## src/pkg/sbges_pkg.sv

```systemverilog
// sbges_pkg: register indices, reset values, field positions, timing and types
// assumes a 40 MHz pclk; byte address of a register is four times its index
package sbges_pkg;
  localparam int unsigned CLK_HZ = 40000000;
  localparam int unsigned OFF_DLY_TICK_MS = 1;
  localparam int unsigned MS_CYCLES = CLK_HZ / 1000 * OFF_DLY_TICK_MS;
  localparam int unsigned IDX_MIN_US = 250;
  localparam int unsigned IDX_MIN_CYCLES = (CLK_HZ / 1000000) * IDX_MIN_US;
  localparam logic [32:0] MOTOR_CPR = 33'h0_0002_7100;
  localparam int APB_AW = 16;
  localparam logic [11:0] IDX_ZERO_SPD = 12'h14c;
  localparam logic [11:0] IDX_OFF_DLY = 12'h156;
  localparam logic [11:0] IDX_GEAR_NUM1 = 12'h158;
  localparam logic [11:0] IDX_GEAR_DEN = 12'h15a;
  localparam logic [11:0] IDX_SPD_WIN = 12'h15e;
  localparam logic [11:0] IDX_RSVD_A = 12'h160;
  localparam logic [11:0] IDX_RSVD_B = 12'h162;
  localparam logic [11:0] IDX_RSVD_C = 12'h164;
  localparam logic [11:0] IDX_RSVD_D = 12'h166;
  localparam logic [11:0] IDX_ENC_RES = 12'h180;
  localparam logic [11:0] IDX_GEAR_NUM2 = 12'h182;
  localparam logic [11:0] IDX_GEAR_NUM3 = 12'h184;
  localparam logic [11:0] IDX_GEAR_NUM4 = 12'h186;
  localparam logic [11:0] IDX_CTRL = 12'h188;
  localparam logic [11:0] IDX_SPD_LIM = 12'h18a;
  localparam logic [11:0] IDX_STATUS = 12'h18c;
  localparam logic [31:0] RST_GEAR_NUM = 32'h0000_0010;
  localparam logic [31:0] RST_GEAR_DEN = 32'h0000_000a;
  localparam logic [15:0] RST_SPD_WIN = 16'h000a;
  localparam logic [15:0] RST_ZERO_SPD = 16'h0064;
  localparam logic [15:0] RST_OFF_DLY = 16'h0000;
  localparam logic [31:0] RST_ENC_RES = 32'h0000_09c4;
  localparam logic [31:0] RST_SPD_LIM = 32'h0000_ea60;
  localparam int CTL_PT_BIT = 0;
  localparam int CTL_SCALE_BIT = 1;
  localparam int STS_BRK_BIT = 0;
  localparam int STS_ZSPD_BIT = 1;
  localparam int STS_SPEED_WINDOW_TAG_BIT = 2;
  localparam int STS_ALM_BIT = 3;
  localparam int STS_CODE_LSB = 8;
  localparam logic [7:0] DO_CODE_SPEED_MATCH = 8'h19;

  typedef enum logic [2:0] {
    BRK_ON = 3'b001,
    BRK_DLY = 3'b010,
    BRK_OFF = 3'b100
  } sbges_brk_e;

  function automatic logic [32:0] sbges_abs(input logic signed [32:0] v);
    sbges_abs = v[32] ? $unsigned(-v) : $unsigned(v);
  endfunction

  function automatic logic [31:0] sbges_max(input logic [31:0] a, input logic [31:0] b);
    sbges_max = (a > b) ? a : b;
  endfunction
endpackage

```

## src/rtl/sbges_enc_emul.sv

```systemverilog
// sbges_enc_emul: encoder emulation pulses and stretched index pulse
// assumes one mot_step per motor feedback count and res_sp not above the count per rev
`timescale 1ns/1ps
module sbges_enc_emul #(
  parameter int unsigned IDX_MIN_CYCLES = sbges_pkg::IDX_MIN_CYCLES,
  parameter logic [32:0] MOT_CPR = sbges_pkg::MOTOR_CPR
) (
  input logic pclk,
  input logic presetn,
  input logic clk_en,
  input logic mot_step,
  input logic [31:0] res_sp,
  output logic enc_pulse_out,
  output logic index_pulse_out
);
  import sbges_pkg::*;

  typedef struct packed {
    logic [31:0] acc;
    logic [31:0] pos;
    logic [31:0] per;
    logic [31:0] lastper;
    logic [31:0] icnt;
    logic pls;
    logic idx;
  } sbges_enc_s;

  sbges_enc_s q, d;
  logic [32:0] sum;

  always_comb begin
    d = q;
    sum = {1'b0, q.acc} + {1'b0, res_sp};
    if (clk_en) begin
      d.pls = 1'b0;
      if (q.per != 32'hffff_ffff) d.per = q.per + 32'h1;
      if (q.icnt != 32'h0) d.icnt = q.icnt - 32'h1;
      if (mot_step) begin
        // one pulse per res_sp fraction of a rev
        if (sum >= MOT_CPR) begin
          d.acc = 32'(sum - MOT_CPR);
          d.pls = 1'b1;
          d.lastper = q.per;
          d.per = 32'h0;
        end else begin
          d.acc = sum[31:0];
        end
        if ({1'b0, q.pos} == MOT_CPR - 33'h1) begin
          d.pos = 32'h0;
          // width follows the output pulse period, never under the minimum
          d.icnt = sbges_max(q.lastper, 32'(IDX_MIN_CYCLES));
        end else begin
          d.pos = q.pos + 32'h1;
        end
      end
      d.idx = (d.icnt != 32'h0);
    end
  end

  always_ff @(posedge pclk or negedge presetn) begin
    if (!presetn) begin
      q <= '0;
    end else begin
      q <= d;
    end
  end

  assign enc_pulse_out = q.pls;
  assign index_pulse_out = q.idx;

  logic [31:0] hcnt_q;
  always_ff @(posedge pclk or negedge presetn) begin
    if (!presetn) begin
      hcnt_q <= 32'h0;
    end else if (clk_en) begin
      hcnt_q <= q.idx ? hcnt_q + 32'h1 : 32'h0;
    end
  end
endmodule

```

## src/rtl/sbges_top.sv

```systemverilog
// sbges_top: brake release timing, electronic gear, encoder emulation setup
// and speed-match output of a servo drive, parameters on an apb slave
// assumes all inputs synchronous to pclk and motor speed already filtered
//
// Function
// - After servo off, brake release stays on for the off-delay, then drops.
// - During the off-delay, zero speed drops brake release early.
// - When the off-delay expires, brake release drops even at speed.
// - Non-exempt alarm or emergency stop turns a negative off-delay into zero.
// - Zero speed: absolute motor speed below threshold, in 0.1 r/min.
// - Gear numerator defaults to 16 and accepts writes while running.
// - Gear denominator defaults to 10, writes refused when running in pulse mode.
// - Each command pulse scales by one of four numerators over the denominator.
// - Encoder output gives the set pulses per rev, 4 to 40000, default 2500.
// - Scale select reads the count as single-phase or as times-4 count.
// - Index width shrinks as speed and pulse count rise.
// - Index pulse is never narrower than 250 us.
// - A computed index width above the minimum is output as computed.
// - Pulse frequency alarm on encoder fault or speed above its limit.
// - Speed-match output, code 0x19, on when speed error below window.
// - Window of zero holds speed-match output off.
// - Speed error uses the raw user speed command.
// - Speed error uses filtered actual motor speed.
`timescale 1ns/1ps
module sbges_top #(
  parameter int unsigned MS_CYCLES = sbges_pkg::MS_CYCLES,
  parameter int unsigned IDX_MIN_CYCLES = sbges_pkg::IDX_MIN_CYCLES,
  parameter logic [32:0] MOT_CPR = sbges_pkg::MOTOR_CPR
) (
  input logic pclk,
  input logic presetn,
  input logic clk_en,
  input logic psel,
  input logic penable,
  input logic pwrite,
  input logic [sbges_pkg::APB_AW-1:0] paddr,
  input logic [31:0] pwdata,
  output logic [31:0] prdata,
  output logic pready,
  output logic pslverr,
  input logic servo_on,
  input logic alarm_stop,
  input logic exempt_alarm,
  input logic emergency_stop,
  input logic signed [31:0] motor_speed,
  input logic signed [31:0] speed_cmd,
  input logic cmd_pulse,
  input logic [1:0] gear_sel,
  input logic mot_step,
  input logic enc_fault,
  output logic brake_release_out,
  output logic speed_match_out,
  output logic pulse_freq_alarm,
  output logic pos_cmd_step,
  output logic enc_pulse_out,
  output logic index_pulse_out
);
  import sbges_pkg::*;

  typedef struct packed {
    sbges_brk_e st;
    logic [15:0] pre;
    logic [15:0] ms;
    logic [15:0] dlat;
    logic brk;
    logic speed_window_tag;
    logic alm;
    logic [47:0] gacc;
    logic step;
    logic [3:0][31:0] num;
    logic [31:0] den;
    logic [15:0] win;
    logic [15:0] dly;
    logic [15:0] zspd;
    logic [31:0] res;
    logic pt;
    logic scl;
    logic [31:0] lim;
    logic rdy;
    logic err;
    logic [31:0] rdata;
  } sbges_top_s;

  sbges_top_s q;
  sbges_top_s d;

  logic [32:0] spd_abs;
  logic [32:0] err_abs;
  logic zero_spd;
  logic forced_zero;
  logic [15:0] dly_eff;
  logic den_lock;
  logic acc_first;
  logic acc_done;
  logic [11:0] idx;
  logic mapped;
  logic wr;
  logic [31:0] rd_val;
  logic [31:0] num_sel;
  logic [31:0] res_sp;

  // speed terms, both in 0.1 r/min
  assign spd_abs = sbges_abs({motor_speed[31], motor_speed});
  assign zero_spd = spd_abs < {17'h0, q.zspd};
  // raw command, not the ramped one, against filtered feedback
  assign err_abs = sbges_abs(33'({speed_cmd[31], speed_cmd} - {motor_speed[31], motor_speed}));

  // negative delay: zero on non-exempt alarm or emergency stop, else its magnitude
  assign forced_zero = (alarm_stop && !exempt_alarm) || emergency_stop;
  always_comb begin
    if (!q.dly[15]) begin
      dly_eff = q.dly;
    end else if (forced_zero) begin
      dly_eff = 16'h0;
    end else begin
      dly_eff = 16'(-q.dly);
    end
  end

  assign den_lock = servo_on && q.pt;
  assign acc_first = psel && penable && !q.rdy;
  assign acc_done = psel && penable && q.rdy;
  assign idx = paddr[13:2];
  assign wr = acc_done && pwrite && mapped;
  assign num_sel = q.num[gear_sel];
  assign res_sp = q.scl ? (q.res >> 2) : q.res;

  // read decode; reserved slots read zero and take no write
  always_comb begin
    mapped = (paddr[1:0] == 2'b00) && (paddr[APB_AW-1:14] == '0);
    rd_val = 32'h0;
    if (idx == IDX_ZERO_SPD) begin
      rd_val = {16'h0, q.zspd};
    end else if (idx == IDX_OFF_DLY) begin
      rd_val = {{16{q.dly[15]}}, q.dly};
    end else if (idx == IDX_GEAR_NUM1) begin
      rd_val = q.num[0];
    end else if (idx == IDX_GEAR_NUM2) begin
      rd_val = q.num[1];
    end else if (idx == IDX_GEAR_NUM3) begin
      rd_val = q.num[2];
    end else if (idx == IDX_GEAR_NUM4) begin
      rd_val = q.num[3];
    end else if (idx == IDX_GEAR_DEN) begin
      rd_val = q.den;
    end else if (idx == IDX_SPD_WIN) begin
      rd_val = {16'h0, q.win};
    end else if (idx == IDX_RSVD_A || idx == IDX_RSVD_B) begin
      rd_val = 32'h0;
    end else if (idx == IDX_RSVD_C || idx == IDX_RSVD_D) begin
      rd_val = 32'h0;
    end else if (idx == IDX_ENC_RES) begin
      rd_val = q.res;
    end else if (idx == IDX_CTRL) begin
      rd_val[CTL_PT_BIT] = q.pt;
      rd_val[CTL_SCALE_BIT] = q.scl;
    end else if (idx == IDX_SPD_LIM) begin
      rd_val = q.lim;
    end else if (idx == IDX_STATUS) begin
      rd_val[STS_BRK_BIT] = q.brk;
      rd_val[STS_ZSPD_BIT] = zero_spd;
      rd_val[STS_SPEED_WINDOW_TAG_BIT] = q.speed_window_tag;
      rd_val[STS_ALM_BIT] = q.alm;
      rd_val[STS_CODE_LSB+:8] = DO_CODE_SPEED_MATCH;
    end else begin
      mapped = 1'b0;
    end
  end

  always_comb begin
    d = q;
    if (clk_en) begin
      // bus: answer one cycle into the access phase
      d.rdy = acc_first;
      d.err = 1'b0;
      if (acc_first) begin
        d.rdata = (!pwrite && mapped) ? rd_val : 32'h0;
        // a refused denominator write shows as an error answer
        d.err = !mapped || (pwrite && idx == IDX_GEAR_DEN && den_lock);
      end
      if (wr) begin
        if (idx == IDX_ZERO_SPD) begin
          d.zspd = pwdata[15:0];
        end else if (idx == IDX_OFF_DLY) begin
          d.dly = pwdata[15:0];
        end else if (idx == IDX_GEAR_NUM1) begin
          d.num[0] = pwdata;
        end else if (idx == IDX_GEAR_NUM2) begin
          d.num[1] = pwdata;
        end else if (idx == IDX_GEAR_NUM3) begin
          d.num[2] = pwdata;
        end else if (idx == IDX_GEAR_NUM4) begin
          d.num[3] = pwdata;
        end else if (idx == IDX_GEAR_DEN) begin
          if (!den_lock) d.den = pwdata;
        end else if (idx == IDX_SPD_WIN) begin
          d.win = pwdata[15:0];
        end else if (idx == IDX_ENC_RES) begin
          d.res = pwdata;
        end else if (idx == IDX_CTRL) begin
          d.pt = pwdata[CTL_PT_BIT];
          d.scl = pwdata[CTL_SCALE_BIT];
        end else if (idx == IDX_SPD_LIM) begin
          d.lim = pwdata;
        end
      end

      // alarm is sticky; a fresh cause beats a write-one clear
      d.alm = enc_fault || (spd_abs > {1'b0, q.lim}) ||
        (q.alm && !(wr && idx == IDX_STATUS && pwdata[STS_ALM_BIT]));

      // brake release sequence
      case (q.st)
        BRK_OFF: begin
          if (servo_on) d.st = BRK_ON;
        end
        BRK_ON: begin
          if (!servo_on) begin
            // timer starts at the servo-off edge with the delay caught there
            d.pre = 16'h0;
            d.ms = 16'h0;
            d.dlat = dly_eff;
            d.st = (dly_eff == 16'h0) ? BRK_OFF : BRK_DLY;
          end
        end
        BRK_DLY: begin
          if (servo_on) begin
            d.st = BRK_ON;
          end else if (zero_spd) begin
            d.st = BRK_OFF;
          end else if (q.ms >= q.dlat) begin
            d.st = BRK_OFF;
          end else if (32'(q.pre) == MS_CYCLES - 1) begin
            d.pre = 16'h0;
            d.ms = q.ms + 16'h1;
          end else begin
            d.pre = q.pre + 16'h1;
          end
        end
        default: begin
          d.st = BRK_OFF;
        end
      endcase
      d.brk = (d.st == BRK_ON) || (d.st == BRK_DLY);

      // speed match
      d.speed_window_tag = (q.win != 16'h0) && (err_abs < {17'h0, q.win});

      // electronic gear: add the numerator per pulse, emit a step per denominator
      d.step = (q.den != 32'h0) && (q.gacc >= {16'h0, q.den});
      d.gacc = q.gacc + ((cmd_pulse && q.pt) ? {16'h0, num_sel} : 48'h0)
        - (d.step ? {16'h0, q.den} : 48'h0);
    end
  end

  always_ff @(posedge pclk or negedge presetn) begin
    if (!presetn) begin
      q <= '0;
      q.st <= BRK_OFF;
      q.num <= {4{RST_GEAR_NUM}};
      q.den <= RST_GEAR_DEN;
      q.win <= RST_SPD_WIN;
      q.dly <= RST_OFF_DLY;
      q.zspd <= RST_ZERO_SPD;
      q.res <= RST_ENC_RES;
      q.lim <= RST_SPD_LIM;
    end else begin
      q <= d;
    end
  end

  assign prdata = q.rdata;
  assign pready = q.rdy;
  assign pslverr = q.err;
  assign brake_release_out = q.brk;
  assign speed_match_out = q.speed_window_tag;
  assign pulse_freq_alarm = q.alm;
  assign pos_cmd_step = q.step;

  sbges_enc_emul #(
    .IDX_MIN_CYCLES(IDX_MIN_CYCLES),
    .MOT_CPR(MOT_CPR)
  ) u_enc (
    .pclk(pclk),
    .presetn(presetn),
    .clk_en(clk_en),
    .mot_step(mot_step),
    .res_sp(res_sp),
    .enc_pulse_out(enc_pulse_out),
    .index_pulse_out(index_pulse_out)
  );
endmodule

```

## config.mk

```make
export PLATFORM = sky130hd
export DESIGN_NAME = sbges_top
export DESIGN_NICKNAME = d
export VERILOG_FILES = /design/src/pkg/sbges_pkg.sv /design/src/rtl/sbges_enc_emul.sv /design/src/rtl/sbges_top.sv
export SDC_FILE = /design/constraint.sdc
export NUM_CORES = 2
export LEC_CHECK = 0
export ABC_CLOCK_PERIOD_IN_PS = 7200
export BUFFER_PORTS_ARGS = -buffer_cell sky130_fd_sc_hd__buf_2
export CAP_MARGIN = 30
export CORE_ASPECT_RATIO = 0.6
export CORE_MARGIN = 3
export CORE_UTILIZATION = 55
export DETAILED_ROUTE_END_ITERATION = 10
export PLACE_DENSITY = 0.72
export SLEW_MARGIN = 10
export SYNTH_ARGS = -nofsm -noshare
export SYNTH_HDL_FRONTEND = slang
export SYNTH_SLANG_ARGS = --single-unit
```

## constraint.sdc

```tcl
create_clock -name pclk -period 7.2 [get_ports pclk]
set_clock_uncertainty 0.1 [all_clocks]
set_input_delay 0.72 -clock pclk [delete_from_list [all_inputs] [get_ports pclk]]
set_output_delay 0.72 -clock pclk [all_outputs]
set_load 0.05 [all_outputs]
```

After elaboration in Yosys (flattened, before gate mapping)
Cells that the tools add are included.
Widths: inputs -> output; s select.

cells by class
  add/subtract/negate cells = 13
  order comparisons = 8
  equal/unequal tests = 31
  multiplexer cells = 68
  bitwise gates (word level) = 12
  reduce and logical (&&, ||, !) cells = 54

operators by type and width
  operator               number
  $mux 32                25
  $mux 161               2
  $eq 12x9->1 const B    16
  $mux 33                3
  $reduce_bool 32->1     3
  $mux 16                5
  $lt 33x16->1           2
  $add 32x1->32 const B  2
  $bmux 32 s2            1
  $mux 64                1
  $pmux 32 s2            1
  $mux 51                1
  $add 48x32->48         1
  $ge 48x32->1           1
  $sub 48x32->48         1
  $add 32x32->33         1
  $ge 33x18->1 const B   1
  $gt 33x32->1           1
  $neg 32->33            1
  $neg 33->33            1
  $sub 32x32->33         1
  $add 16x1->16 const B  2
  $eq 32x18->1 const B   1
  $gt 32x14->1 const B   1
  other kinds (39)       111

storage, ports and cells
  bits in registers = 573
  bits of input ports = 127
  output and inout port bits = 40
  word-level logic and storage cells = 217

Longest topological paths before layout
  depth in word-level cells = 22
  mapped depth = 30
  depth with buffers taken out = 30

Hierarchy
Synthesis repeated with hierarchy kept, for this count alone.

second synthesis, totals
  cell total of the unflattened synthesis = 4463
  area, all modules = 40661.5 um2

by module, submodules not included
  module          instances  cells an instance  area each (um2)  sequential area each (um2)
  sbges_top       1          3237               29907.4          10314.9
  sbges_enc_emul  1          1226               10754.1          4053.9

Least setup slack after synthesis
No wires, ideal clock.

  path type = reg2reg
  start point = register q[149] (netlist bit)
  end point = register q[356] (netlist bit)
  setup time = 0.124 ns
  arrival time = 6.188 ns
  required time = 6.976 ns
  setup slack = 0.788 ns
  cell stages (with the launch flop) = 29
  path buffers = 1
  period minus slack after synthesis = 6.412 ns
  path through = dfstp_2 inv_1 ha_1 a21o_1 a21o_1 a21o_1 a21o_1 a21o_1 a21o_1 a21o_1 a211oi_1 o21a_1 clkbuf_1 nor3_1 fa_1 inv_1 ha_1 a21o_1 a21o_1 a2111oi_0 o311a_1 a21oi_1 a22oi_1 o21ai_0 a211oi_1 or3_1 a21boi_0 o21a_1 o31a_1

on the way
  longest elaborated chain between the ends = 4
  elaborated cells between the ends (all ways) = 5
  those cells by class = add/sub: 1; order compare: 1; mux: 1; reduce/logical: 2

RTL lines
  what                                                       line              RTL
  start, declared                                            sbges_top.sv:84   sbges_top_s q;
  $ge 48x32->1 / $reduce_bool 32->1 (equally long branches)  sbges_top.sv:250  d.step = (q.den != 32'h0) && (q.gacc >= {16'h0, q.den});
  $logic_and 1x1->1                                          sbges_top.sv:250
  $mux 32 *                                                  sbges_top.sv:252  - (d.step ? {16'h0, q.den} : 48'h0);
  $sub 48x32->48 *                                           sbges_top.sv:252

Every way passes the cells marked *; elsewhere a longest branch is shown, timed or not.
A chain may end at the register's enable or synchronous reset.

Worst setup path in the final report
  start point = register q[165] (netlist bit)
  end point = register q[356] (netlist bit)

Same word-level chain as after synthesis.

==> results by group <==
Outcome
  – Status: complete, but fails checks
  – Violated checks: hold timing

Place
  – Post-DP Area: ~42,000 µm²
  – PortBufs: 166
  – Final GP Congestion: 0.9924
  – Dpl hpwl: 91,670 µm

Drt
  – DRC Markers: 0
  – Post-Route WL: approximately 120,000 µm
  – WL per Instance: between 20 and 25 µm
  – 1st-iter DRT viols: ~4,500
  – Routed vias/inst: 6.412
  – Post-DRT Antenna Nets: 0
  – Via count: between 30,000 and 40,000
  – First-pass iteration count of the detailed router: 9

Worst setup path
  – WS Path Type: reg2reg
  – WP data required: between 7 and 8 ns
  – Arr. time, crit path: just over 7 ns
  – Crit path depth: 31
  – Reg2Reg Setup Slack: approximately 0.39 ns
  – CP startpoint: q[165]
  – R2r startpoint: q[165]
  – Buffers & Inverters on Critical Path: 5
  – Critical path capture point type: flop
  – Cell mode on critical path: a21o_1
  – Critical Path Sink: q[356]
  – Max incr delay on CP: between 0.5 and 0.6 ns
  – Startpoint Class: flop
  – Reg2Reg Capture Point: q[356]
  – Crit Path Max Fanout: 14
  – R2R depth: 31
  – CP max stage cell: fa_1
  – Top delay family on crit path: compound AO/OA/AOI/OAI gates

Layout
  – Fin util: 0.6084
  – Fillers: around 6,200
  – Final instance area: roughly 44,000 µm²
  – Multi-input gate area: 23,910 µm²
  – Area added between synthesis and finish: 8.950%
  – Number of nets in the layout: 4,764
  – Fraction of layout cells with a size suffix above 1: 0.1753
  – Register Area: between 10,000 and 15,000 µm²

Logic synthesis
  – Avg Inst Size Synth: 9.357 µm²
  – Synth top area share: 0.3409
  – Number of flops mapped to enable cells by yosys: 0
  – Post-synthesis sequential area ratio: 0.3565
  – Synth top cells by count: 549 x dfrtp_1, 368 x nand2_1, 339 x mux2_2, 275 x inv_1, 264 x nor2_1
  – Largest area contributor in the netlist: dfrtp_1
  – Async set-reset flop share out of synthesis: 1.000
  – Post-synth cell types: 95
  – Most common cell in the synthesized netlist: dfrtp_1
  – Synth warn: 0
  – Syn Nets: 4,712
  – Top cells by area, synth: dfrtp_1 34%, mux2_2 9.5%, ha_1 7.6%
  – Yosys reg bits: approximately 570
  – Post-Synthesis Cells: between 4,000 and 5,000
  – Syn Std Cell Area: between 40,000 and 50,000 µm²
  – Ys flop type: dfrtp_1

Clock tree
  – Root Buffer: clkbuf_16
  – Reg clk slew, reported paths: 0.07 ns
  – Setup Fix Bufs, Post-CTS: 0
  – Count of clock tree sinks: approximately 570
  – H-tree Lvls: 2
  – Clk buf depth: 3
  – CTS tree: built
  – CTS buffer count: between 50 and 60
  – Worst-skew pair later-pin latency: between 0.6 and 0.7 ns

GRT
  – Global route overflow: 0
  – Met1 Use GR: 0.5039
  – Busiest grt layer: met1
  – Largest net degree at the start of global routing: 150
  – Met3 GRT Util: 0.1034
  – Initial antenna violation count: 12
  – Met2 GRT Util: 0.4090
  – GR Util All Layers: 0.3168
  – First-pass GRT wire length: 191,500 µm
  – Vias in the first global route: around 32,000

Job
  – Max Cap Viol: 0

Floorplanning
  – Width of the die: around 360 µm
  – Initial Util: 0.5584
  – Full die area: about 77,000 µm²
  – Core Rows: 76
  – Die Ht: 215.7 µm
  – Ports: around 170
  – Core area: 72,170 µm²

STA
  – Final Hold Viols: 6
  – Max Fclk: between 100 and 150 MHz
  – Fin. max-slew vios: 0
  – Hold WS: -0.01079 ns
  – Fin Setup TNS: 0 ns
  – Slew headroom: 0.3360
  – Setup-failing EPs final: 0
  – Period Utilization, post-route: 0.9459
  – Unrepaired setup endpoints after global routing: no
  – Worst slew pin tran: 0.9960 ns
  – Tmin final: 6.810 ns

Power
  – PwrDens: roughly 270 nW/µm²
  – Max IR drop VDD: ~0.00024 V
  – P_leak: around 20 nW

Hold path
  – Hold Path Class: in2async
## repair_timing
| item | in CTS | in global routing |
|---|---|---|
| endpoints found under the hold margin | 0 | 0 |
| gates resized for setup | 0 | 3 |
| setup endpoints to repair | 0 | 3 |
| hold buffers | 0 | 0 |
## per-stage QoR
| step | hold WS [ns] | std cells | power [mW] | worst slack, ns |
|---|---|---|---|---|
| 6_report | -0.01079 | 5384 | 12.02 | 0.3897 |
| 3_5_place_dp | 0.3602 | 5275 | 8.684 | 0.4348 |
| 5_1_grt | 0.03586 | 5382 | 12.79 | 0.002443 |
| 4_1_cts | 0.009907 | 5378 | 11.94 | 0.4234 |
| 2_1_floorplan | 0.3244 | 4307 | 7.433 | 0.7879 |
| 3_3_place_gp | 0.3596 | 5273 | 8.613 | 0.4759 |
## cell families (layout without fill, tap and decap cells)
kind of cell,Yosys count,after routing,synth area share
AOI/OAI and AO/OA,1076,1076,0.1777
muxes,391,391,0.1177
xor gates and xnor gates,230,230,0.04998
buffers and inverters,512,610,0.05154
other,0,4,0
adders and majority gates,278,278,0.09264
DFF,573,573,0.3565
and+or+nand+nor,1247,1247,0.1540
## worst reg2reg max path, delay by kind of cell, from the launching register on
family,cells,cell delay [ns]
AND/OR/NAND/NOR,4,0.51
adder cells (fa/ha/maj),3,1.19
AO/OA/AOI/OAI,19,3.78
buffers and inverters,5,0.75
flip-flops,1,0.40
## worst min-delay path by stage
stage	startpoint	endpoint	slack, ns	depth (start not counted)
finish	presetn	u_enc.q[94]	-0.01	1
global route	presetn	u_enc.q[94]	0.04	1
CTS	presetn	u_enc.q[94]	0.01	1
detailed placement	prdata[16]	prdata[16]	0.36	1
global placement	pos_cmd_step	pos_cmd_step	0.36	1
floorplan	presetn	brake_release_out	0.32	0
## cell type report
| cell class | count | share of cell area |
|---|---|---|
| tap | 975 | 0.02778 |
| multi-input combinational | 3222 | 0.5445 |
| inverter | 275 | 0.02351 |
| timing repair buffer | 232 | 0.03163 |
| clock buffer | 70 | 0.03468 |
| clock inverter | 33 | 0.01046 |
| antenna | 4 | 0.0002280 |
| sequential | 573 | 0.3272 |
## cell usage in the layout, fill, tap and decap left out, types with 76 or more instances in the layout
master	netlist	layout
nand2_1	368	368
nor2_1	264	260
xor2_1	76	76
nor3_1	103	100
nand3_1	89	89
inv_1	275	275
dfrtp_1	549	549
buf_2	19	165
xnor2_1	154	154
a21oi_1	257	257
mux2_2	339	339
a21o_1	126	126
o21ai_0	221	220
ha_1	244	244
## power by group
group / internal (mW) / leakage [nW] / switching (mW) / total (mW)
Combinational: 2.09 / 11.9 / 2.85 / 4.94
Clock: 1.84 / 0.971 / 1.39 / 3.23
Sequential: 3.54 / 7.57 / 0.311 / 3.85
## per-layer routing
layer	vias up	share of wire
li1	15795	-
met1	16808	0.47
met2	1718	0.38
met3	188	0.13
met4	12	0.020
met5	-	0.00062
## registers in the layout, summed over array words and instances (netlist names)
name and count:
pslverr 1, q 373, pready 1, u_enc.q 160, pulse_freq_alarm 1, u_enc.index_pulse_out 1, pos_cmd_step 1, brake_release_out 1
u_enc.enc_pulse_out 1, prdata 32, speed_match_out 1
No activity file was read; power rests on OpenSTA's default activity.
